<file path="config.mk">
export PLATFORM = sky130hd
export DESIGN_NAME = dstp_policer
export DESIGN_NICKNAME = d
export VERILOG_FILES = /design/src/rtl/dstp_pkg.sv /design/src/rtl/dstp_bucket.sv /design/src/rtl/dstp_policer.sv
export VERILOG_INCLUDE_DIRS = /design/src /design/src/rtl
export SDC_FILE = /design/constraint.sdc
export NUM_CORES = 2
export LEC_CHECK = 0
export BUFFER_PORTS_ARGS = -buffer_cell sky130_fd_sc_hd__buf_2
export CAP_MARGIN = 20
export CORE_MARGIN = 1
export CORE_UTILIZATION = 30
export CTS_CLUSTER_DIAMETER = 60
export DETAILED_ROUTE_END_ITERATION = 6
export SYNTH_ARGS = -nofsm -noshare
export SYNTH_HDL_FRONTEND = slang
export SYNTH_HIERARCHICAL = 1
export SYNTH_SLANG_ARGS = --single-unit
</file>
<file path="constraint.sdc">
create_clock -name clock_i -period 25.6 [get_ports clock_i]
set_clock_uncertainty 0.05 [all_clocks]
set_input_delay 2.56 -clock clock_i [delete_from_list [all_inputs] [get_ports clock_i]]
set_output_delay 2.56 -clock clock_i [all_outputs]
set_load 0.01 [all_outputs]
</file>
<file path="src/rtl/dstp_consts.svh">
`ifndef DSTP_CONSTS_SVH
`define DSTP_CONSTS_SVH
// Register word offsets (byte address = index * 4)
`define DSTP_REG_GLOBAL 4'h0
`define DSTP_REG_ALLPORT 4'h1
`define DSTP_REG_PSEL 4'h2
`define DSTP_REG_PCTRL 4'h3
`define DSTP_REG_CIR 4'h4
`define DSTP_REG_PIR 4'h5
`define DSTP_REG_DSCP 4'h6
`define DSTP_REG_STAT 4'h7
// Global control bit positions
`define DSTP_GBIT_DSEN 0
`define DSTP_GBIT_MKEN 1
`define DSTP_GBIT_AWARE 2
`define DSTP_GBIT_BWEN 3
// Port control bit positions
`define DSTP_PBIT_DSEN 0
`define DSTP_PBIT_MKEN 1
// Code point field layout in the service octet
`define DSTP_DSCP_MSB 7
`define DSTP_DSCP_LSB 2
// Reset values
`define DSTP_RST_GLOBAL 4'h0
`define DSTP_RST_RATE 16'h0001
`define DSTP_RST_BUCKET 24'h000000
// Refill period in clock cycles
`define DSTP_REFILL_CYC 16'h03E8
`endif

</file>
<file path="src/rtl/dstp_pkg.sv">
package dstp_pkg;
   typedef enum logic [1:0] {
      DSTP_GREEN = 2'h0,
      DSTP_YELLOW = 2'h1,
      DSTP_RED = 2'h2,
      DSTP_NONE = 2'h3
   } dstp_color_t;
   typedef enum logic [1:0] {
      DSTP_ST_IDLE = 2'h0,
      DSTP_ST_LOOK = 2'h1,
      DSTP_ST_OUT = 2'h2
   } dstp_state_t;
endpackage : dstp_pkg

</file>
<file path="src/rtl/dstp_bucket.sv">
`timescale 1ns/1ps
`include "dstp_consts.svh"
// One token bucket: refill each tick, test and deduct on request
module dstp_bucket #(
   parameter int BW = 24
) (
   input wire logic clock_i,
   input wire logic rstn_i,
   input wire logic tick_i,
   input wire logic [15:0] rate_i,
   input wire logic [BW-1:0] depth_i,
   input wire logic [15:0] len_i,
   input wire logic take_i,
   output logic ok_o
);
   logic [BW-1:0] fill_q;
   logic [BW:0] sum;
   logic [BW-1:0] after_take;

   // Enough tokens for the packet
   assign ok_o = fill_q >= {{(BW-16){1'b0}}, len_i};
   assign after_take = take_i ? fill_q - {{(BW-16){1'b0}}, len_i} : fill_q;
   assign sum = {1'b0, after_take} + {{(BW-15){1'b0}}, rate_i};

   // Refill saturates at depth so an idle port cannot bank unlimited burst
   always_ff @(posedge clock_i or negedge rstn_i) begin
      if (!rstn_i) begin
         fill_q <= `DSTP_RST_BUCKET;
      end else if (tick_i && sum > {1'b0, depth_i}) begin
         fill_q <= depth_i;
      end else if (tick_i) begin
         fill_q <= sum[BW-1:0];
      end else begin
         fill_q <= after_take;
      end
   end
endmodule : dstp_bucket

</file>
<file path="src/rtl/dstp_policer.sv">
// Local design decisions: the Avalon-MM slave port and the register addresses.
`timescale 1ns/1ps
`include "dstp_consts.svh"
module dstp_policer #(
   parameter int NPORT = 4,
   parameter int BW = 24,
   parameter logic [23:0] DEPTH = 24'h00FFFF
) (
   input wire logic clock_i,
   input wire logic rstn_i,
   input wire logic [5:0] avs_address_i,
   input wire logic avs_read_i,
   input wire logic avs_write_i,
   input wire logic [31:0] avs_writedata_i,
   input wire logic [3:0] avs_byteenable_i,
   output logic [31:0] avs_readdata_o,
   output logic avs_waitrequest_o,
   input wire logic pkt_valid_i,
   output logic pkt_ready_o,
   input wire logic [$clog2(NPORT)-1:0] pkt_port_i,
   input wire logic [7:0] pkt_tos_i,
   input wire logic [1:0] pkt_color_i,
   input wire logic [15:0] pkt_len_i,
   input wire logic congest_i,
   output logic out_valid_o,
   output logic [$clog2(NPORT)-1:0] out_port_o,
   output logic [7:0] out_tos_o,
   output logic [1:0] out_color_o,
   output logic out_drop_o
);
   localparam int PW = $clog2(NPORT);

   ////////////////////////////////////////////////////////////////////////
   // Register bus
   logic [3:0] glob_q;
   logic [PW-1:0] psel_q;
   logic [NPORT-1:0] pds_q, pmk_q;
   logic [15:0] cir_q [NPORT];
   logic [15:0] pir_q [NPORT];
   logic [17:0] dscp_q [NPORT];
   logic [31:0] cnt_fwd_q, cnt_drop_q;
   logic [31:0] rdata_d;
   logic wr_ack_q, rd_ack_q;
   logic [3:0] widx;
   logic wr_go, bw_refused_q;
   logic congest_s1_q, congest_s2_q;

   assign widx = avs_address_i[5:2];
   // One wait cycle on every access keeps read data registered
   assign avs_waitrequest_o = (avs_read_i && !rd_ack_q) || (avs_write_i && !wr_ack_q);
   assign wr_go = avs_write_i && wr_ack_q && avs_byteenable_i[0]; // Lands as waitrequest drops

   always_ff @(posedge clock_i or negedge rstn_i) begin
      if (!rstn_i) begin
         wr_ack_q <= 1'b0;
         rd_ack_q <= 1'b0;
      end else begin
         wr_ack_q <= avs_write_i && !wr_ack_q;
         rd_ack_q <= avs_read_i && !rd_ack_q;
      end
   end

   // Global control; refuse marker together with bandwidth control
   always_ff @(posedge clock_i or negedge rstn_i) begin
      if (!rstn_i) begin
         glob_q <= `DSTP_RST_GLOBAL;
         bw_refused_q <= 1'b0;
      end else if (wr_go && widx == `DSTP_REG_GLOBAL) begin
         if (avs_writedata_i[`DSTP_GBIT_MKEN] && avs_writedata_i[`DSTP_GBIT_BWEN]) begin
            bw_refused_q <= 1'b1;
            glob_q <= {1'b0, avs_writedata_i[2:0]};
         end else begin
            bw_refused_q <= 1'b0;
            glob_q <= avs_writedata_i[3:0];
         end
      end
   end

   always_ff @(posedge clock_i or negedge rstn_i) begin
      if (!rstn_i) begin
         psel_q <= '0;
      end else if (wr_go && widx == `DSTP_REG_PSEL) begin
         psel_q <= avs_writedata_i[PW-1:0];
      end
   end

   // Per-port settings; all-ports entry broadcasts into every port
   always_ff @(posedge clock_i or negedge rstn_i) begin
      if (!rstn_i) begin
         pds_q <= '0;
         pmk_q <= '0;
         for (int i = 0; i < NPORT; i++) begin
            cir_q[i] <= `DSTP_RST_RATE;
            pir_q[i] <= `DSTP_RST_RATE;
            dscp_q[i] <= 18'h00000;
         end
      end else if (wr_go) begin
         for (int i = 0; i < NPORT; i++) begin
            if (widx == `DSTP_REG_ALLPORT) begin
               pds_q[i] <= avs_writedata_i[`DSTP_PBIT_DSEN];
               pmk_q[i] <= avs_writedata_i[`DSTP_PBIT_MKEN];
            end else if (PW'(i) == psel_q) begin
               case (widx)
                  `DSTP_REG_PCTRL: begin
                     pds_q[i] <= avs_writedata_i[`DSTP_PBIT_DSEN];
                     pmk_q[i] <= avs_writedata_i[`DSTP_PBIT_MKEN];
                  end
                  `DSTP_REG_CIR: cir_q[i] <= avs_writedata_i[15:0];
                  `DSTP_REG_PIR: pir_q[i] <= avs_writedata_i[15:0];
                  `DSTP_REG_DSCP: dscp_q[i] <= avs_writedata_i[17:0];
                  default: ;
               endcase
            end
         end
      end
   end

   // Read mux; unmapped words read zero
   always_comb begin
      rdata_d = 32'h00000000;
      case (widx)
         `DSTP_REG_GLOBAL: rdata_d = {27'h0, bw_refused_q, glob_q};
         `DSTP_REG_PSEL: rdata_d = {{(32-PW){1'b0}}, psel_q};
         `DSTP_REG_PCTRL: rdata_d = {30'h0, pmk_q[psel_q], pds_q[psel_q]};
         `DSTP_REG_CIR: rdata_d = {16'h0, cir_q[psel_q]};
         `DSTP_REG_PIR: rdata_d = {16'h0, pir_q[psel_q]};
         `DSTP_REG_DSCP: rdata_d = {14'h0, dscp_q[psel_q]};
         `DSTP_REG_STAT: rdata_d = {cnt_drop_q[15:0], cnt_fwd_q[15:0]};
         default: rdata_d = 32'h00000000;
      endcase
   end

   always_ff @(posedge clock_i or negedge rstn_i) begin
      if (!rstn_i) begin
         avs_readdata_o <= 32'h00000000;
      end else if (avs_read_i && !rd_ack_q) begin
         avs_readdata_o <= rdata_d;
      end
   end

   // Congestion is a level from another domain
   always_ff @(posedge clock_i or negedge rstn_i) begin
      if (!rstn_i) begin
         congest_s1_q <= 1'b0;
         congest_s2_q <= 1'b0;
      end else begin
         congest_s1_q <= congest_i;
         congest_s2_q <= congest_s1_q;
      end
   end

   ////////////////////////////////////////////////////////////////////////
   // Token buckets
   logic [15:0] tick_cnt_q;
   logic tick;
   logic [NPORT-1:0] cok, pok, ctake, ptake;

   always_ff @(posedge clock_i or negedge rstn_i) begin
      if (!rstn_i) begin
         tick_cnt_q <= 16'h0000;
      end else if (tick) begin
         tick_cnt_q <= 16'h0000;
      end else begin
         tick_cnt_q <= tick_cnt_q + 16'h0001;
      end
   end
   assign tick = tick_cnt_q == `DSTP_REFILL_CYC - 16'h0001;

   ////////////////////////////////////////////////////////////////////////
   // Packet pipeline: take, judge, present
   dstp_pkg::dstp_state_t st_q;
   logic [PW-1:0] port_q;
   logic [7:0] tos_q;
   logic [1:0] icol_q;
   logic [15:0] len_q;
   dstp_pkg::dstp_color_t col_d;
   logic mark_on, aware, dsen;
   logic take_c, take_p;

   assign pkt_ready_o = st_q == dstp_pkg::DSTP_ST_IDLE;
   assign aware = glob_q[`DSTP_GBIT_AWARE];
   assign mark_on = glob_q[`DSTP_GBIT_MKEN] && pmk_q[port_q];
   assign dsen = glob_q[`DSTP_GBIT_DSEN] && pds_q[port_q];

   genvar g;
   generate
      for (g = 0; g < NPORT; g++) begin : g_port
         assign ctake[g] = take_c && port_q == PW'(g);
         assign ptake[g] = take_p && port_q == PW'(g);
         dstp_bucket #(.BW(BW)) u_cir (
            .clock_i(clock_i),
            .rstn_i(rstn_i),
            .tick_i(tick),
            .rate_i(cir_q[g]),
            .depth_i(DEPTH),
            .len_i(len_q),
            .take_i(ctake[g]),
            .ok_o(cok[g])
         );
         dstp_bucket #(.BW(BW)) u_pir (
            .clock_i(clock_i),
            .rstn_i(rstn_i),
            .tick_i(tick),
            .rate_i(pir_q[g]),
            .depth_i(DEPTH),
            .len_i(len_q),
            .take_i(ptake[g]),
            .ok_o(pok[g])
         );
      end
   endgenerate

   // Colour decision; peak first, then committed
   always_comb begin
      col_d = dstp_pkg::dstp_color_t'(icol_q);
      take_c = 1'b0;
      take_p = 1'b0;
      if (aware && icol_q == dstp_pkg::DSTP_NONE) begin
         col_d = dstp_pkg::DSTP_NONE;
      end else if (aware && icol_q == dstp_pkg::DSTP_RED) begin
         col_d = dstp_pkg::DSTP_RED;
      end else if (!pok[port_q]) begin
         col_d = dstp_pkg::DSTP_RED;
      end else if (aware && icol_q == dstp_pkg::DSTP_YELLOW) begin
         col_d = dstp_pkg::DSTP_YELLOW;
         take_p = 1'b1;
      end else if (!cok[port_q]) begin
         col_d = dstp_pkg::DSTP_YELLOW;
         take_p = 1'b1;
      end else begin
         col_d = dstp_pkg::DSTP_GREEN;
         take_p = 1'b1;
         take_c = 1'b1;
      end
      // Deduct only in the judging cycle of an enabled port
      if (!(st_q == dstp_pkg::DSTP_ST_LOOK && mark_on && dsen)) begin
         take_c = 1'b0;
         take_p = 1'b0;
      end
   end

   always_ff @(posedge clock_i or negedge rstn_i) begin
      if (!rstn_i) begin
         st_q <= dstp_pkg::DSTP_ST_IDLE;
      end else begin
         case (st_q)
            dstp_pkg::DSTP_ST_IDLE: if (pkt_valid_i) st_q <= dstp_pkg::DSTP_ST_LOOK;
            dstp_pkg::DSTP_ST_LOOK: st_q <= dstp_pkg::DSTP_ST_OUT;
            dstp_pkg::DSTP_ST_OUT: st_q <= dstp_pkg::DSTP_ST_IDLE;
            default: st_q <= dstp_pkg::DSTP_ST_IDLE;
         endcase
      end
   end

   always_ff @(posedge clock_i or negedge rstn_i) begin
      if (!rstn_i) begin
         port_q <= '0;
         tos_q <= 8'h00;
         icol_q <= 2'h0;
         len_q <= 16'h0000;
      end else if (pkt_valid_i && pkt_ready_o) begin
         port_q <= pkt_port_i;
         tos_q <= pkt_tos_i;
         icol_q <= pkt_color_i;
         len_q <= pkt_len_i;
      end
   end

   // Result: rewrite code point, keep unused bits, decide drop
   always_ff @(posedge clock_i or negedge rstn_i) begin
      if (!rstn_i) begin
         out_tos_o <= 8'h00;
         out_color_o <= 2'h0;
         out_drop_o <= 1'b0;
         out_port_o <= '0;
      end else if (st_q == dstp_pkg::DSTP_ST_LOOK) begin
         out_port_o <= port_q;
         out_tos_o <= tos_q;
         out_color_o <= icol_q;
         out_drop_o <= 1'b0;
         if (mark_on && dsen && col_d != dstp_pkg::DSTP_NONE) begin
            out_color_o <= col_d;
            case (col_d)
               dstp_pkg::DSTP_GREEN: begin
                  out_tos_o <= {dscp_q[port_q][5:0], tos_q[1:0]};
                  out_drop_o <= 1'b0;
               end
               dstp_pkg::DSTP_YELLOW: begin
                  out_tos_o <= {dscp_q[port_q][11:6], tos_q[1:0]};
                  out_drop_o <= congest_s2_q;
               end
               default: begin
                  out_tos_o <= {dscp_q[port_q][17:12], tos_q[1:0]};
                  out_drop_o <= 1'b1;
               end
            endcase
         end
      end
   end

   assign out_valid_o = st_q == dstp_pkg::DSTP_ST_OUT;

   // Forward and drop counters
   always_ff @(posedge clock_i or negedge rstn_i) begin
      if (!rstn_i) begin
         cnt_fwd_q <= 32'h00000000;
         cnt_drop_q <= 32'h00000000;
      end else if (out_valid_o && out_drop_o) begin
         cnt_drop_q <= cnt_drop_q + 32'h00000001;
      end else if (out_valid_o) begin
         cnt_fwd_q <= cnt_fwd_q + 32'h00000001;
      end
   end
endmodule : dstp_policer

</file>
* Yosys cells after proc, flatten, opt, wreduce, memory -nomap -nowiden
Index checks and enable logic that the tools add are counted.
** Operators by class
- Add/subtract/negate cells :: 19
- Multiply operators :: 0
- Divide/modulo/power cells :: 0
- Order comparisons :: 20
- Eq/ne operators :: 22
- Shift operators :: 0
- Multiplexer cells :: 92
- Bitwise gates (word level) :: 4
- Reductions and logical operators :: 64
** Operators with widths (count)
- two-way mux 24 bit :: 24
- one-hot mux 32 bit (7 select lines) :: 1
- adder 24 x 16 -> 25 bit :: 8
- greater-than comparator 25 x 16 -> 1 bit, second input constant :: 8
- greater-or-equal comparator 24 x 16 -> 1 bit :: 8
- subtractor 24 x 16 -> 24 bit :: 8
- two-way mux 16 bit :: 5
- binary-select mux 18 bit (select 2 bit) :: 2
- two-way mux 18 bit :: 4
- adder 32 x 1 -> 32 bit, second input constant :: 2
- binary-select mux 16 bit (select 2 bit) :: 2
- AND reduction 4 bit :: 12
- two-way mux 1 bit :: 38
- logical AND 1 bit :: 34
- adder 16 x 1 -> 16 bit, second input constant :: 1
- equality test 16 x 10 -> 1 bit, second input constant :: 1
- equality test 4 x 3 -> 1 bit, second input constant :: 4
- one-hot mux 8 bit (2 select lines) :: 1
- binary-select mux 1 bit (select 2 bit) :: 6
- AND reduction 3 bit :: 4
- equality test 2 bit, second input constant :: 5
- two-way mux 2 bit :: 5
- nonzero test 2 bit :: 5
- equality test 2 x 1 -> 1 bit, second input constant :: 4
- 18 further kinds :: 29
** Storage, ports and cells
- Bits in registers :: 566
- Latch bits :: 0
- RAM bits :: 0
- Bits in read-only memories :: 0
- Input port bits :: 76
- Output and inout port bits :: 48
- Logic and storage cells :: 269
- Memories :: 0

* Logic depth before layout (Yosys ltp)
- Word-level depth :: 15
- Depth in mapped cells :: 40
- Mapped depth without buffers :: 36

* Modules after synthesis
The synthesis kept the hierarchy.
** By module, submodules not included
- dstp_bucket at g_port[0].u_cir ... :: instances 5, cells each 484, area each 4017.6 sq um, seq. area each 600.6 sq um
- dstp_policer :: instances 1, cells each 1139, area each 15751.4 sq um, seq. area each 8568.2 sq um
- dstp_bucket at g_port[3].u_pir :: instances 1, cells each 568, area each 4394.2 sq um, seq. area each 600.6 sq um
- dstp_bucket at g_port[3].u_cir :: instances 1, cells each 570, area each 4360.4 sq um, seq. area each 600.6 sq um
- dstp_bucket at g_port[0].u_pir :: instances 1, cells each 550, area each 4266.6 sq um, seq. area each 600.6 sq um

* Worst setup path before layout
OpenSTA, ideal clock, no wires.
- Path kind :: register to register
- Start point :: reg len_q[0]
- End point :: reg g_port[2].u_cir.fill_q[22]
- Library setup time :: 0.126 ns
- Data arrival time :: 7.935 ns
- Required time :: 25.424 ns
- Setup slack :: 17.489 ns
- Stages on the path, launching flop included :: 35
- Path buffers :: 4
- Period minus slack after synthesis :: 8.111 ns
- Path through :: dfrtp_1 > ha_1 > inv_1 > fa_1 > a211oi_1 > o21ai_0 > a31oi_1 > o31ai_1 > a211o_1 > mux4_2 > o21ai_0 > or2_2 > nor2_1 > buf_2 > buf_1 > mux2i_1 > ha_1 > inv_1 > fa_1 > and2b_1 > o21ai_1 > o21ai_1 > a31oi_1 > o41ai_4 > nand4_2 > nand2b_1 > nor4_1 > xnor2_1 > ha_1 > a211o_1 > o21ai_0 > o41ai_4 > buf_6 > buf_12 > o311a_1
** Between the ends
- Longest elaborated chain between the ends :: 15
- Elaborated cells between the ends (all ways) :: 26
- Those cells by class :: 2 x add/sub; 9 x order compare; 13 x mux; 2 x reduce/logical
** RTL lines
- start, declared :: line dstp_policer.sv:175 : logic [15:0] len_q;
- start signal, assigned :: line dstp_policer.sv:265 : len_q <= pkt_len_i;
- greater-or-equal comparator 24 x 16 -> 1 bit * :: line dstp_bucket.sv:21 : assign ok_o = fill_q >= {{(BW-16){1'b0}}, len_i};
- via cok[3] :: line dstp_policer.sv:156 : logic [NPORT-1:0] cok, pok, ctake, ptake;
- binary-select mux 1 bit (select 2 bit) * :: line dstp_policer.sv:227 : end else if (!cok[port_q]) begin
- two-way mux 1 bit (not written as such) * :: line dstp_policer.sv:227
- two-way mux 1 bit * :: line dstp_policer.sv:227
- two-way mux 1 bit * :: line dstp_policer.sv:224 : end else if (aware && icol_q == dstp_pkg::DSTP_YELLOW) begin
- two-way mux 1 bit * :: line dstp_policer.sv:222 : end else if (!pok[port_q]) begin
- two-way mux 1 bit * :: line dstp_policer.sv:220 : end else if (aware && icol_q == dstp_pkg::DSTP_RED) begin
- two-way mux 1 bit * :: line dstp_policer.sv:218 : if (aware && icol_q == dstp_pkg::DSTP_NONE) begin
- two-way mux 1 bit * :: line dstp_policer.sv:236 : if (!(st_q == dstp_pkg::DSTP_ST_LOOK && mark_on && dsen)) begin
- logical AND 1 bit * :: line dstp_policer.sv:188 : assign ctake[g] = take_c && port_q == PW'(g);
- via ctake[2] :: line dstp_policer.sv:156
- two-way mux 24 bit * :: line dstp_bucket.sv:22 : assign after_take = take_i ? fill_q - {{(BW-16){1'b0}}, len_i} : fill_q;
- adder 24 x 16 -> 25 bit :: line dstp_bucket.sv:23 : assign sum = {1'b0, after_take} + {{(BW-15){1'b0}}, rate_i};
- greater-than comparator 25 x 16 -> 1 bit :: line dstp_bucket.sv:29 : end else if (tick_i && sum > {1'b0, depth_i}) begin
- logical AND 1 bit :: line dstp_bucket.sv:29
- two-way mux 24 bit * :: line dstp_bucket.sv:29
- end signal, assigned :: line dstp_bucket.sv:28 : fill_q <= `DSTP_RST_BUCKET;
- end signal, assigned :: line dstp_bucket.sv:30 : fill_q <= depth_i;
- end signal, assigned :: line dstp_bucket.sv:32 : fill_q <= sum[BW-1:0];
- end, declared :: line dstp_bucket.sv:16 : logic [BW-1:0] fill_q;
The timed path passes the listed nets; every way through them passes the cells marked *. The select of a mux whose other input is x is not followed.
A chain may end at the register's enable or synchronous reset.

* Final worst setup path
- Start point :: reg len_q[1]
- End point :: reg g_port[3].u_pir.fill_q[18]
** Between the ends
- Longest elaborated chain between the ends :: 13
- Elaborated cells between the ends (all ways) :: 18
- Those cells by class :: 2 x add/sub; 5 x order compare; 9 x mux; 2 x reduce/logical
** RTL lines
- greater-or-equal comparator 24 x 16 -> 1 bit * :: line dstp_bucket.sv:21
- via pok[3] :: line dstp_policer.sv:156
- binary-select mux 1 bit (select 2 bit) * :: line dstp_policer.sv:222
- two-way mux 1 bit (not written as such) * :: line dstp_policer.sv:222
- two-way mux 1 bit * :: line dstp_policer.sv:222
- two-way mux 1 bit * :: line dstp_policer.sv:220
- two-way mux 1 bit * :: line dstp_policer.sv:218
- two-way mux 1 bit * :: line dstp_policer.sv:236
- logical AND 1 bit * :: line dstp_policer.sv:189 : assign ptake[g] = take_p && port_q == PW'(g);
- via ptake[3] :: line dstp_policer.sv:156
- two-way mux 24 bit * :: line dstp_bucket.sv:22
- adder 24 x 16 -> 25 bit :: line dstp_bucket.sv:23
- greater-than comparator 25 x 16 -> 1 bit :: line dstp_bucket.sv:29
- logical AND 1 bit :: line dstp_bucket.sv:29
- two-way mux 24 bit * :: line dstp_bucket.sv:29
- end signal, assigned :: line dstp_bucket.sv:28
- end signal, assigned :: line dstp_bucket.sv:30
- end signal, assigned :: line dstp_bucket.sv:32
- end, declared :: line dstp_bucket.sv:16
Marks and branches as above.

==> results.yml <==
outcome:
  outcome: "complete, no violations"
power_and_ir_drop:
  power_density_nw_per_um2: 56.4
  p_total_mw: 3.13
  vdd_ir_drop_max_mv: 0.0531
  leakagePower_nw: 25.6
floorplanning:
  die-width_um: 406
  io_pins: 124
  die_area_um2: 164000
  core_area_um2: 161000
  start_util: 0.303
  die_h_um: 406
  num_rows: 147
setup_path:
  cp-start-kind: "register"
  worstPathMaxFanout: 28
  crit_buf_inv: 3
  arrival_ps: 11470
  cp_data_required_time_ps: 26060
  crit_top_cell: "nand2_1"
  cpPeakStageDelay_ps: 1090
  crit_slowest_cell: "dfrtp_1"
  crit_family: "compound AO/OA/AOI/OAI gates"
  crit_type: "reg2reg"
  critPathCaptureType: "register"
timing:
  max_freq_mhz: 90.8
  timing.final.crit_share: 0.430
  finalHoldViolCount: 0
  finalCriticalPeriod_ps: 11020
  grt_setup_unrepaired: "false"
  setup_tns_ps: 0
  hold_slack_ps: 309
  setup_viol: 0
  worst_slew_pin_slew_ps: 1140
  final_max_slew_viol_count: 0
  max-slew-margin-rel: 0.242
  setup_ws_ps: 14580
placement:
  dpl.hpwl_um: 117000
  place_area_um2: 52700
  portBuffers: 104
  gp_congestion: 0.904
  post-place-ws_ps: 14790
  dp_cells: 7697
detailed_routing:
  vias: 40800
  drc: 0
  viasPerCell: 5.19
  wl_per_cell_um: 19.3
  drtIter0Drc: 3211
  finalWirelength_um: 151000
  firstDrtPassIters: 5
  antenna_left: 0
yosys:
  synthTopCellsByArea: "dfrtp_1 27%, ha_1 12%, mux2_2 8.3%"
  synth_area_per_cell_um2: 9.31
  synth-edff-count: 0
  synth_cells: 5247
  ys_warn_count: 6
  syn_area_um2: 48900
  netlist-cell-type-count: 122
  yosysTopAreaCell: "dfrtp_1"
  yosysTopAreaCellShare: 0.269
  yosysSeqAreaShare: 0.274
  ys_async_sr_fraction: 1.00
  synth_ff_type: "dfrtp_1"
  ys_seq_elements: 534
clocking:
  htree_num_levels: 3
  cts_buffer_depth: 3
  cts_buffers: 80
  clkSinkCount: 534
  holdBufCountCts: 0
  cts_tree: "done"
  cts_resized: 0
  clock_latency_ps: 680
  cts_setup_buffers: 0
  cts-root-buf: "clkbuf_16"
  clkTransAtPathRegs_ps: 60
layout:
  nets: 6181
  num-fill-cells: 16500
  layout.cells.non_filler: 7854
  areaGrowthSynthToFinish_pct: 13.5
  utilization: 0.344
  fin_area_um2: 55500
  seqCellArea_um2: 13400
  multiInputGateArea_um2: 34000
  drive_above_1_share: 0.160
global_route:
  grt_usage: 0.182
  grt_pass1_vias: 39600
  grt_start_max_net_pins: 124
  grt_pass1_wl_um: 233000
  antenna_found_initial: 22
  grt_overflow: 0
hold_path:
  hold_path.class: "reg2reg"
job:
  drv_cap: 0
cells by family (layout without fill, tap and decap cells):
| group | count (synthesis) | count (layout) | synth area share |
|---|---|---|---|
| AO/OA/AOI/OAI | 1334 | 1334 | 0.194 |
| flip-flops | 534 | 534 | 0.274 |
| buffers and inverters | 650 | 758 | 0.0574 |
| adder cells (fa/ha/maj) | 483 | 483 | 0.126 |
| AND/OR/NAND/NOR | 1315 | 1315 | 0.139 |
| multiplexers | 564 | 564 | 0.144 |
| other | 2 | 341 | 0.000154 |
| XOR/XNOR | 365 | 365 | 0.0662 |
layer usage:
layer | vias up | GRT usage | routed length, um
li1 | 19700 | - | -
met1 | 19800 | 0.240 | 66900
met2 | 1033 | 0.296 | 69800
met5 | - | 0 | 95
met4 | 14 | 0.0663 | 4930
met3 | 221 | 0.0308 | 9690
synth_stat cells, types with 32 or more instances:
master / count
mux2i_1: 115
buf_2: 60
a211oi_1: 54
nand3_1: 146
nor3_1: 82
nand4_1: 79
o211ai_1: 43
clkbuf_1: 84
mux4_2: 72
nand2b_1: 39
ha_1: 467
a21oi_1: 407
xor2_1: 113
a22oi_1: 41
o21ai_0: 159
inv_1: 448
o21a_1: 39
nor2b_1: 38
nand2_1: 341
dfrtp_1: 526
a31oi_1: 52
a21o_1: 186
or3_1: 32
nor2_1: 288
xnor2_1: 247
mux2_2: 361
nor4_1: 51
layout by cell type, fill, tap and decap left out, drive strengths merged, types with 22 or more instances in the layout:
master,netlist,routed
dfrtp,526,526
ha,467,467
inv,448,462
a21oi,415,415
mux2,377,377
nand2,349,349
conb,2,334
nor2,305,305
xnor2,252,252
o21ai,196,196
a21o,186,186
buf,113,158
nand3,149,149
mux2i,115,115
xor2,113,113
clkbuf,84,104
nor3,89,89
nand4,86,86
mux4,72,72
a211oi,57,57
a31oi,57,57
nor4,56,56
o211ai,44,44
a22oi,42,42
nand2b,40,40
o21a,39,39
nor2b,38,38
or3,37,37
a311oi,35,35
and2,32,32
and3,28,28
or2,27,27
o31ai,24,24
and4,23,23
a211o,23,23
clkinv,5,23
o21bai,22,22
worst reg2reg max path, delay by kind of cell, from the launching register on:
kind	cells	cell delay, ps
AO/OA/AOI/OAI	11	4230
XOR/XNOR	1	210
adder cells (fa/ha/maj)	4	1380
buffers and inverters	3	580
flip-flops	1	1090
multiplexers	1	400
AND/OR/NAND/NOR	12	2900
power breakdown:
part           leakage (nW)  internal, mW  switching, mW  total (mW)
registers              6.57         0.883         0.0755       0.959
logic                  17.7         0.415          0.630        1.05
clock network          1.31         0.666          0.460        1.13
total                  25.6          1.96           1.17        3.13
layout make-up:
| class | instances | share of cell area |
|---|---|---|
| clock inverters | 43 | 0.00954 |
| multi-input cells | 4395 | 0.612 |
| flip-flops and latches | 534 | 0.241 |
| well taps | 2160 | 0.0487 |
| inverters | 453 | 0.0307 |
| repair buffers | 158 | 0.0180 |
| diodes | 7 | 0.000316 |
| clock buffers | 104 | 0.0393 |
registers in the layout (all words and copies together), names as in the netlist, 2 cells and up:
register,count
g_port.u_pir/fill_q,96
len_q,16
port_q,2
st_q,2
glob_q,4
psel_q,2
cnt_fwd_q,16
out_port_o,2
cnt_drop_q,16
pds_q,4
avs_readdata_o,32
g_port.u_cir/fill_q,96
tick_cnt_q,16
pir_q,64
dscp_q,72
tos_q,8
cir_q,64
pmk_q,4
icol_q,2
out_tos_o,8
out_color_o,2
path summary, 6_finish.rpt:
kind	start	end	slack [ps]	cells past startpoint
worst max-delay path	len_q[1]	g_port[3].u_pir/fill_q[18]	14580	32
worst min-delay path	congest_s1_q	congest_s2_q	310	0
worst max register to register	len_q[1]	g_port[3].u_pir/fill_q[18]	14580	32
worst min register to register	congest_s1_q	congest_s2_q	310	0
max in group asynchronous	rstn_i	g_port[3].u_pir/fill_q[19]	21420	3
min in group asynchronous	rstn_i	tick_cnt_q[12]	1810	1
Note: power is estimated with default switching activity, not from simulation.
